File: src/rtl/osf_pkg.sv
// Package for the octal switch fault logic: widths, timing and word layout.
// Assumes a 50 MHz system clock; used by osf_fault_logic.
package osf_pkg;
    localparam int          NUM_OUT        = 8;
    localparam int          STATUS_W       = 16;
    localparam int          CLK_MHZ        = 50;
    // Filter window is 100 us to 300 us; terminal count sits at 200 us.
    localparam int          FILT_MIN_US    = 100;
    localparam int          FILT_MAX_US    = 300;
    localparam int          FILT_US        = 200;
    localparam int          FILT_CYC       = FILT_US * CLK_MHZ;
    localparam int          FILT_MIN_CYC   = FILT_MIN_US * CLK_MHZ;
    localparam int          FILT_MAX_CYC   = FILT_MAX_US * CLK_MHZ;
    localparam int          TMR_W          = 16;
    localparam logic [7:0]  STATUS_HI_ZERO = 8'h00;
    localparam logic [7:0]  OUT_ALL_OFF    = 8'h00;
    localparam logic [7:0]  OLD_RESET      = 8'h00;
    localparam logic [15:0] TMR_ZERO       = 16'h0000;
    localparam logic [15:0] TMR_ONE        = 16'h0001;
endpackage

File: src/rtl/osf_sync.sv
// Two-flop synchroniser for a bus of asynchronous levels.
// Assumes the inputs are quasi-static compared with the 50 MHz clock.
`timescale 1ns/10ps
module osf_sync #(
    parameter int W = 8
) (
    input  wire logic         clk_sys,
    input  wire logic         rstn,
    input  wire logic [W-1:0] async_in,
    output logic      [W-1:0] sync_out
);
    logic [W-1:0] meta;
    logic [W-1:0] next_meta;
    logic [W-1:0] next_sync_out;

    always_comb
    begin
        next_meta     = async_in;
        next_sync_out = meta;
    end

    always_ff @(posedge clk_sys or negedge rstn)
    begin
        if (!rstn)
        begin
            meta     <= '0;
            sync_out <= '0;
        end
        else
        begin
            meta     <= next_meta;
            sync_out <= next_sync_out;
        end
    end
endmodule

File: src/rtl/osf_fault_logic.sv
// Fault detection and status latching for an eight-output power switch.
// Assumes command/enable words arrive already decoded from the serial port,
// with cmd_load pulsing for one clock when chip select rises.
`timescale 1ns/10ps
// Overview of operation
// Open-load is only checked on outputs whose command bit is low.
// One comparator per output flags open load below the threshold.
// Serial command switches the detection current; controller must enable it.
// After reset the detection current is off until enabled.
// Logic supply or enable loss forces every detection current off.
// A 100 to 300 us filter hides false open-load faults.
// Each chip-select rising edge restarts the fault delay timer.
// Open-load results are ignored until the delay timer expires.
// Detected faults stay latched in the status word until read.
// Thermal limit switches off only the affected output.
// A cooled output is switched back on automatically.
// Thermal retry repeats until fault clears or command bit clears.
// Short faults are reported regardless of detection current enables.
// Undervoltage on either supply switches all outputs off.
// Supplies restored: logic resets, then normal operation resumes.
// Status bits 0..7 are per-output faults; bits 8..15 read zero.
// With detection current disabled, open-load status reads zero.
// Sleep returns registers to reset: outputs off, current disabled.
// Controller leaves over 300 us between command writes.
// Delay timer is a clock counter ending inside the filter window.
// Comparator and thermal inputs are synchronised before use.
module osf_fault_logic #(
    parameter int NUM_OUT  = osf_pkg::NUM_OUT,
    parameter int FILT_CYC = osf_pkg::FILT_CYC
) (
    input  wire logic                     clk_sys,
    input  wire logic                     rstn,
    input  wire logic                     logic_supply_ok,
    input  wire logic                     enable_pin,
    input  wire logic                     load_power_supply_ok,
    input  wire logic                     cmd_load,
    input  wire logic [NUM_OUT-1:0]       cmd_out,
    input  wire logic [NUM_OUT-1:0]       cmd_old_en,
    input  wire logic                     status_read,
    input  wire logic [NUM_OUT-1:0]       open_load_cmp,
    input  wire logic [NUM_OUT-1:0]       short_cmp,
    input  wire logic [NUM_OUT-1:0]       thermal_limit,
    output logic      [NUM_OUT-1:0]       out_drive,
    output logic      [NUM_OUT-1:0]       old_current_en,
    output logic      [osf_pkg::STATUS_W-1:0] status_word,
    output logic                          filter_done
);
    // Supply and enable pins are asynchronous, so they pass the synchroniser
    // too; the comparators and thermal flags share one instance.
    localparam int SW = 3 * NUM_OUT + 3;

    logic [SW-1:0]          sync_raw;
    logic [SW-1:0]          sync_q;
    logic [NUM_OUT-1:0]     ol_s;
    logic [NUM_OUT-1:0]     sc_s;
    logic [NUM_OUT-1:0]     tl_s;
    logic                   vdd_ok_s;
    logic                   en_s;
    logic                   lps_ok_s;
    logic                   sleep;
    logic                   uv;
    logic                   soft_rst;
    logic [NUM_OUT-1:0]     cmd_reg;
    logic [NUM_OUT-1:0]     next_cmd_reg;
    logic [NUM_OUT-1:0]     old_reg;
    logic [NUM_OUT-1:0]     next_old_reg;
    logic [NUM_OUT-1:0]     flt;
    logic [NUM_OUT-1:0]     next_flt;
    logic [NUM_OUT-1:0]     next_out_drive;
    logic [osf_pkg::TMR_W-1:0] tmr;
    logic [osf_pkg::TMR_W-1:0] next_tmr;
    logic                   next_filter_done;
    logic [NUM_OUT-1:0]     ol_event;
    logic [NUM_OUT-1:0]     sc_event;
    logic [NUM_OUT-1:0]     next_flt_keep;

    localparam logic [osf_pkg::TMR_W-1:0] TMR_END =
        osf_pkg::TMR_W'(FILT_CYC - 1);

    assign sync_raw = {load_power_supply_ok, enable_pin, logic_supply_ok,
                       thermal_limit, short_cmp, open_load_cmp};

    osf_sync #(
        .W        (SW)
    ) u_sync (
        .clk_sys  (clk_sys),
        .rstn     (rstn),
        .async_in (sync_raw),
        .sync_out (sync_q)
    );

    // Synchronised view of every analog flag.
    assign ol_s      = sync_q[NUM_OUT-1:0];
    assign sc_s      = sync_q[2*NUM_OUT-1:NUM_OUT];
    assign tl_s      = sync_q[3*NUM_OUT-1:2*NUM_OUT];
    assign vdd_ok_s  = sync_q[3*NUM_OUT];
    assign en_s      = sync_q[3*NUM_OUT+1];
    assign lps_ok_s  = sync_q[3*NUM_OUT+2];

    assign sleep    = !vdd_ok_s || !en_s;
    assign uv       = !vdd_ok_s || !lps_ok_s;
    // Any loss of supply or enable holds the logic in its reset state, so
    // the return of both supplies restarts from a clean state.
    assign soft_rst = sleep || uv;

    // Command and detection-current registers.
    always_comb
    begin
        next_cmd_reg = cmd_reg;
        next_old_reg = old_reg;
        if (soft_rst)
        begin
            next_cmd_reg = osf_pkg::OUT_ALL_OFF;
            next_old_reg = osf_pkg::OLD_RESET;
        end
        else if (cmd_load)
        begin
            next_cmd_reg = cmd_out;
            next_old_reg = cmd_old_en;
        end
    end

    // Delay timer restarted by every chip-select rise.
    always_comb
    begin
        next_tmr         = tmr;
        next_filter_done = filter_done;
        if (soft_rst || cmd_load)
        begin
            next_tmr         = osf_pkg::TMR_ZERO;
            next_filter_done = 1'b0;
        end
        else if (!filter_done)
        begin
            if (tmr == TMR_END)
                next_filter_done = 1'b1;
            else
                next_tmr = tmr + osf_pkg::TMR_ONE;
        end
    end

    // Outputs follow the command, minus thermal shutdown per channel; the
    // thermal flag clearing brings the channel back, which is the retry.
    always_comb
    begin
        if (uv || soft_rst)
            next_out_drive = osf_pkg::OUT_ALL_OFF;
        else
            next_out_drive = cmd_reg & ~tl_s;
    end

    // Fault capture: a new event wins over the read clear.
    assign ol_event = ~cmd_reg & old_reg & ol_s
                      & {NUM_OUT{filter_done}};
    assign sc_event = cmd_reg & (sc_s | tl_s);

    always_comb
    begin
        next_flt_keep = status_read ? osf_pkg::OUT_ALL_OFF : flt;
        if (soft_rst)
            next_flt = osf_pkg::OUT_ALL_OFF;
        else
            next_flt = next_flt_keep | ol_event | sc_event;
    end

    always_ff @(posedge clk_sys or negedge rstn)
    begin
        if (!rstn)
        begin
            cmd_reg     <= '0;
            old_reg     <= '0;
            tmr         <= '0;
            filter_done <= 1'b0;
            out_drive   <= '0;
            flt         <= '0;
        end
        else
        begin
            cmd_reg     <= next_cmd_reg;
            old_reg     <= next_old_reg;
            tmr         <= next_tmr;
            filter_done <= next_filter_done;
            out_drive   <= next_out_drive;
            flt         <= next_flt;
        end
    end

    assign old_current_en = old_reg;
    assign status_word    = {osf_pkg::STATUS_HI_ZERO, flt};

    // Helper count of cycles since the last restart, for the window check.
    // It is kept apart from the timer so the check does not reuse its logic.
    logic [osf_pkg::TMR_W-1:0] since_cs;
    logic [osf_pkg::TMR_W-1:0] next_since_cs;

    always_comb
    begin
        next_since_cs = since_cs;
        if (soft_rst || cmd_load)
            next_since_cs = osf_pkg::TMR_ZERO;
        else if (!filter_done)
            next_since_cs = since_cs + osf_pkg::TMR_ONE;
    end

    always_ff @(posedge clk_sys or negedge rstn)
    begin
        if (!rstn)
            since_cs <= '0;
        else
            since_cs <= next_since_cs;
    end
endmodule

File: config.mk
export PLATFORM = sky130hd
export DESIGN_NAME = osf_fault_logic
export DESIGN_NICKNAME = d
export VERILOG_FILES = /design/src/rtl/osf_pkg.sv /design/src/rtl/osf_sync.sv /design/src/rtl/osf_fault_logic.sv
export SDC_FILE = /design/constraint.sdc
export NUM_CORES = 1
export LEC_CHECK = 0
export BUFFER_PORTS_ARGS = -buffer_cell sky130_fd_sc_hd__buf_2
export CORE_ASPECT_RATIO = 0.5
export CORE_MARGIN = 2
export CORE_UTILIZATION = 48
export CTS_CLUSTER_SIZE = 25
export DETAILED_ROUTE_END_ITERATION = 10
export PLACE_DENSITY = 0.8
export SYNTH_ARGS = -nofsm -noshare
export SYNTH_HDL_FRONTEND = slang
export SYNTH_SLANG_ARGS = --single-unit
File: constraint.sdc
create_clock -name clk_sys -period 1.7 [get_ports clk_sys]
set_clock_uncertainty 0.1 [all_clocks]
set_input_delay 0.17 -clock clk_sys [delete_from_list [all_inputs] [get_ports clk_sys]]
set_output_delay 0.17 -clock clk_sys [all_outputs]
set_load 0.005 [all_outputs]
## Word level (Yosys, flattened, before mapping)

Index checks and enable logic that the tools add are counted.

| word-level totals | value |
|---|---|
| bits of input ports | 47 |
| output and inout port bits | 33 |
| flip-flop bits (word level) | 103 |
| word-level logic and storage cells | 45 |

| cells by class | value |
|---|---|
| equality and inequality tests | 3 |
| multiplexer cells | 13 |
| reduce and logical (&&, ||, !) cells | 10 |
| bitwise logic cells | 10 |
| add/sub/neg operators | 1 |

Operator list:

| cell | number |
|---|---|
| two-way mux 8 bit | 7 |
| two-way mux 16 bit | 3 |
| bitwise AND 8 bit | 5 |
| OR 8 bit | 3 |
| adder 16 x 1 -> 16 bit, second input constant | 1 |
| equality test 16 x 14 -> 1 bit, second input constant | 1 |
| NOT 8 bit | 2 |
| logical OR 1 bit | 5 |
| logical NOT 1 bit | 3 |
| two-way mux 1 bit | 3 |
| != test 2 x 1 -> 1 bit, second input constant | 1 |
| != test 2 bit, second input constant | 1 |
| AND reduction 2 bit | 1 |
| nonzero test 2 bit | 1 |

## Longest topological paths before layout

| depth | value |
|---|---|
| word-level depth | 7 |
| depth in mapped cells | 5 |

## Modules after synthesis

Synthesis repeated with hierarchy kept, for this count alone.

| second synthesis, totals | value |
|---|---|
| cell total of the unflattened synthesis | 268 |
| area, all modules | 3664.8 um^2 |

Modules (own cells, without submodules):

| module | times used | cells an instance | area an instance (um^2) |
|---|---|---|---|
| osf_fault_logic | 1 | 214 | 2313.5 |
| osf_sync | 1 | 54 | 1351.3 |

## Worst setup path before layout

Ideal clock, no wire load.

| timing path | value |
|---|---|
| path type | reg-to-reg |
| start point | register filter_done |
| end point | register tmr[15] (netlist name) |
| slack | -0.250 ns |
| data arrival time | 1.773 ns |
| stages on the path, launching flop included | 5 |
| cell sequence | dfrtp_1 -> nand2b_2 -> or4_4 -> or4_1 -> a21oi_1 |

| between the ends | value |
|---|---|
| cells in the longest elaborated chain, start to end | 2 |

RTL lines:

| what | line | RTL |
|---|---|---|
| start, declared | osf_fault_logic.sv:46 | `output logic filter_done` |
| start signal, assigned | osf_fault_logic.sv:182 | `filter_done <= next_filter_done;` |
| != test 2 x 1 -> 1 bit (no source line) | - |  |
| AND reduction 2 bit (no source line) | - |  |
| end signal, assigned | osf_fault_logic.sv:181 | `tmr <= next_tmr;` |
| end, declared | osf_fault_logic.sv:70 | `logic [osf_pkg::TMR_W-1:0] tmr;` |

Every way passes these cells.
A chain may end at the register's enable or synchronous reset.

## Worst setup path in the final report

| timing path | value |
|---|---|
| start point | register tmr[5] (netlist name) |
| end point | register tmr[15] (netlist name) |

| between the ends | value |
|---|---|
| cells in the longest elaborated chain, start to end | 4 |
| elaborated cells between the ends (all ways) | 7 |
| classes of those cells | add/sub: 1; eq/ne: 2; mux: 3; reduce/logical: 1 |

RTL lines:

| what | line | RTL |
|---|---|---|
| adder 16 x 1 -> 16 bit | osf_fault_logic.sv:138 | `next_tmr = tmr + osf_pkg::TMR_ONE;` |
| two-way mux 16 bit | osf_fault_logic.sv:135 | `if (tmr == TMR_END)` |
| two-way mux 16 bit | osf_fault_logic.sv:133 | `else if (!filter_done)` |
| two-way mux 16 bit | osf_fault_logic.sv:128 | `if (soft_rst \|\| cmd_load)` |

Several ways; a longest one is shown, not always the timed one. The select of a mux whose other input is x is not followed.

==> flow_summary.json <==
{
  "antenna_left": 0,
  "fillers": 457,
  "fin_nets": 463,
  "yosys_warnings": 0,
  "placed_area_um2": 4270,
  "first_iter_violations": 135,
  "slew_violations": 0,
  "antenna_found_initial": 0,
  "wire_per_inst_um": 16.5,
  "ioPinCount": 80,
  "dp.cells": 449,
  "hpwl_mm": 4.57,
  "initial_core_util_pct": 49.6,
  "rsz0062_at_grt": "yes",
  "top_regs": "u_sync.meta (27), u_sync.sync_out (27), tmr (16)",
  "cts.sinks": 103,
  "final_util_pct": 69.7,
  "yosysSeqAreaShare_pct": 70.7,
  "die_h_um": 65.6,
  "syn_inst": 268,
  "drive_gt1_share_pct": 34.1,
  "clk_pin_slew_ns": 0.06,
  "fmax_mhz": 546,
  "drc": 0,
  "crit_fanout": 3,
  "design_area_um2": 5120,
  "syn_area_um2": 3640,
  "cts-htree-levels": 3,
  "wl_mm": 8.51,
  "status": "complete, but fails checks",
  "clkLatencyLatePin_ns": 0.34,
  "fin_tns_setup_ns": -0.713,
  "track_usage_pct": 21.5,
  "finalWorstSetupSlack_ns": -0.133,
  "pre_cts_slack_ns": -0.156,
  "synth_seq_cells": 103,
  "die_w_um": 127,
  "numCtsBuffers": 9,
  "grt-ovfl-total": 0,
  "clock-root-buffer": "clkbuf_16",
  "num_vias": 2615,
  "row_count": 22,
  "critical_path_class": "flip-flop to flip-flop",
  "antenna_cells": 0,
  "viasPerCell": 5.08,
  "instances_no_fill": 515,
  "end_kind": "flip-flop",
  "first_global_vias": 2788,
  "area_growth_pct": 40.6,
  "synth_cell_types": 36,
  "cts_tree": "done",
  "io_buffers": 71,
  "setup_viol_count_final": 8,
  "grt_max_degree": 48,
  "violations": "negative setup slack",
  "reg2reg_depth": 5,
  "avgSynthCellArea_um2": 13.6,
  "worstPathRequired_ns": 1.86,
  "max-vdd-ir-drop_mv": 0.687,
  "p_leak_nw": 2.41,
  "gp_congestion": 0.839,
  "min_period_over_period_pct": 108,
  "maxCapViolCount": 0,
  "start_kind": "flip-flop",
  "whs_ns": 0.00615,
  "hold_path_depth": 3,
  "grt_pass1_wl_mm": 13.4,
  "hold_violations": 0,
  "fp.coreArea_um2": 7350,
  "die-area_um2": 8350,
  "drtPass1Iterations": 4,
  "power.total_mw": 4.72,
  "min_path_type": "primary input to flip-flop",
  "cellPowerDensity_nw_per_um2": 921,
  "clockBufferDepth": 2,
  "arrival_ns": 1.99,
  "min_period_ns": 1.83
}
## synthesized netlist by cell type
cell | count | area (um^2)
a21oi_1 | 8 | 40.0
a31oi_1 | 8 | 50.1
and3_1 | 1 | 6.26
buf_1 | 1 | 3.75
buf_2 | 1 | 5.00
buf_4 | 8 | 60.1
clkbuf_1 | 5 | 18.8
clkdlybuf4s50_2 | 1 | 11.3
conb_1 | 1 | 3.75
dfrtp_1 | 103 | 2580
ha_1 | 1 | 12.5
inv_1 | 3 | 11.3
mux2i_1 | 17 | 170
nand2_1 | 7 | 26.3
nand2b_1 | 8 | 50.1
nand2b_2 | 1 | 8.76
nand3_1 | 6 | 30.0
nand4_1 | 1 | 6.26
nand4_4 | 1 | 21.3
nand4b_1 | 9 | 78.8
nor2_1 | 26 | 97.6
nor2b_1 | 1 | 6.26
nor3_1 | 7 | 35.0
nor3b_1 | 8 | 60.1
nor4_1 | 2 | 12.5
nor4_4 | 1 | 21.3
o21ai_0 | 13 | 65.1
o31ai_1 | 1 | 7.51
or2_2 | 1 | 6.26
or3_1 | 2 | 12.5
or3_2 | 3 | 22.5
or4_1 | 2 | 15.0
or4_2 | 2 | 17.5
or4_4 | 1 | 11.3
xnor2_1 | 5 | 43.8
xor2_1 | 2 | 17.5
## layer usage
| layer | up-vias | wire length, um | GRT usage (%) |
|---|---|---|---|
| li1 | 1202 | - | - |
| met1 | 1325 | 3390 | 23.6 |
| met2 | 67 | 4540 | 39.2 |
| met3 | 21 | 312 | 6.11 |
| met4 | 0 | 262 | 10.4 |
| met5 | - | 0 | 0 |
## what timing repair did
item | CTS | global route
pin swaps | 8 | 5
endpoints found under the hold margin | 76 | 0
endpoints found under the setup margin | 8 | 12
setup buffers | 5 | 4
hold buffers | 42 | 0
resized for setup | 12 | 9
gates cloned | 0 | 0
## path summary, 6_finish.rpt
check | end | slack [ns] | start
setup / recovery | tmr[15]$_DFFE_PN0P_ | -0.13 | tmr[5]$_DFFE_PN0P_
hold / removal | cmd_reg[7]$_DFFE_PN0P_ | 0.006 | cmd_out[7]
setup reg to reg | tmr[15]$_DFFE_PN0P_ | -0.13 | tmr[5]$_DFFE_PN0P_
hold reg to reg | u_sync.sync_out[8]$_DFF_PN0_ | 0.25 | u_sync.meta[8]$_DFF_PN0_
max in group asynchronous | u_sync.meta[14]$_DFF_PN0_ | 0.67 | rstn
min in group asynchronous | flt[7]$_DFF_PN0_ | 0.23 | rstn
## cell type report
class                           instances  area (um^2)  share of cell area [%]
Timing Repair Buffer                  145         1050                    20.6
Multi-Input combinational cell        153         1080                    21.2
Clock buffer                           12          246                    4.81
Tap cell                               96          120                    2.34
Inverter                                3         11.3                   0.220
Clock inverter                          3         26.3                   0.513
Sequential cell                       103         2580                    50.3
## layout by cell type, fill, tap and decap left out, drive strengths merged, types with 2 or more instances in the layout
| cell type | count |
|---|---|
| nand2b | 9 |
| nand4 | 2 |
| nor2 | 26 |
| a31oi | 8 |
| dfrtp | 103 |
| nor3 | 7 |
| a21oi | 8 |
| nand3 | 6 |
| inv | 5 |
| o21ai | 13 |
| conb | 8 |
| clkbuf | 12 |
| nand4b | 9 |
| mux2i | 17 |
| or3 | 5 |
| xor2 | 2 |
| xnor2 | 5 |
| nor4 | 3 |
| nand2 | 7 |
| or4 | 5 |
| nor3b | 8 |
| dlygate4sd3 | 42 |
| buf | 103 |
## cell families (layout without fill, tap and decap cells)
logic type      count (synthesis)  count (layout)  share of synthesized area, %
flops                         103             103                          70.7
simple gates                   90              90                          15.0
compound gates                 30              30                          4.46
buf+inv                        19             163                          3.02
mux                            17              17                          4.67
xor+xnor                        7               7                          1.68
fa+ha+maj                       1               1                         0.343
other cells                     1               8                         0.103
## where the power goes
part           total (mW)  leakage, nW  switching (mW)  internal [mW]
registers            2.55         1.31          0.0281           2.52
clock network        1.90        0.134           0.861           1.04
logic               0.265        0.967           0.124          0.141
total                4.72         2.41            1.01           3.70
## worst max-delay path, cell delays in order (launching register included)
cell,delay (ns)
dfrtp_1,0.37
buf_4,0.14
nand4_4,0.10
or4_4,0.50
or4_4,0.42
a21oi_2,0.13
(Power assumes the default switching activity.)
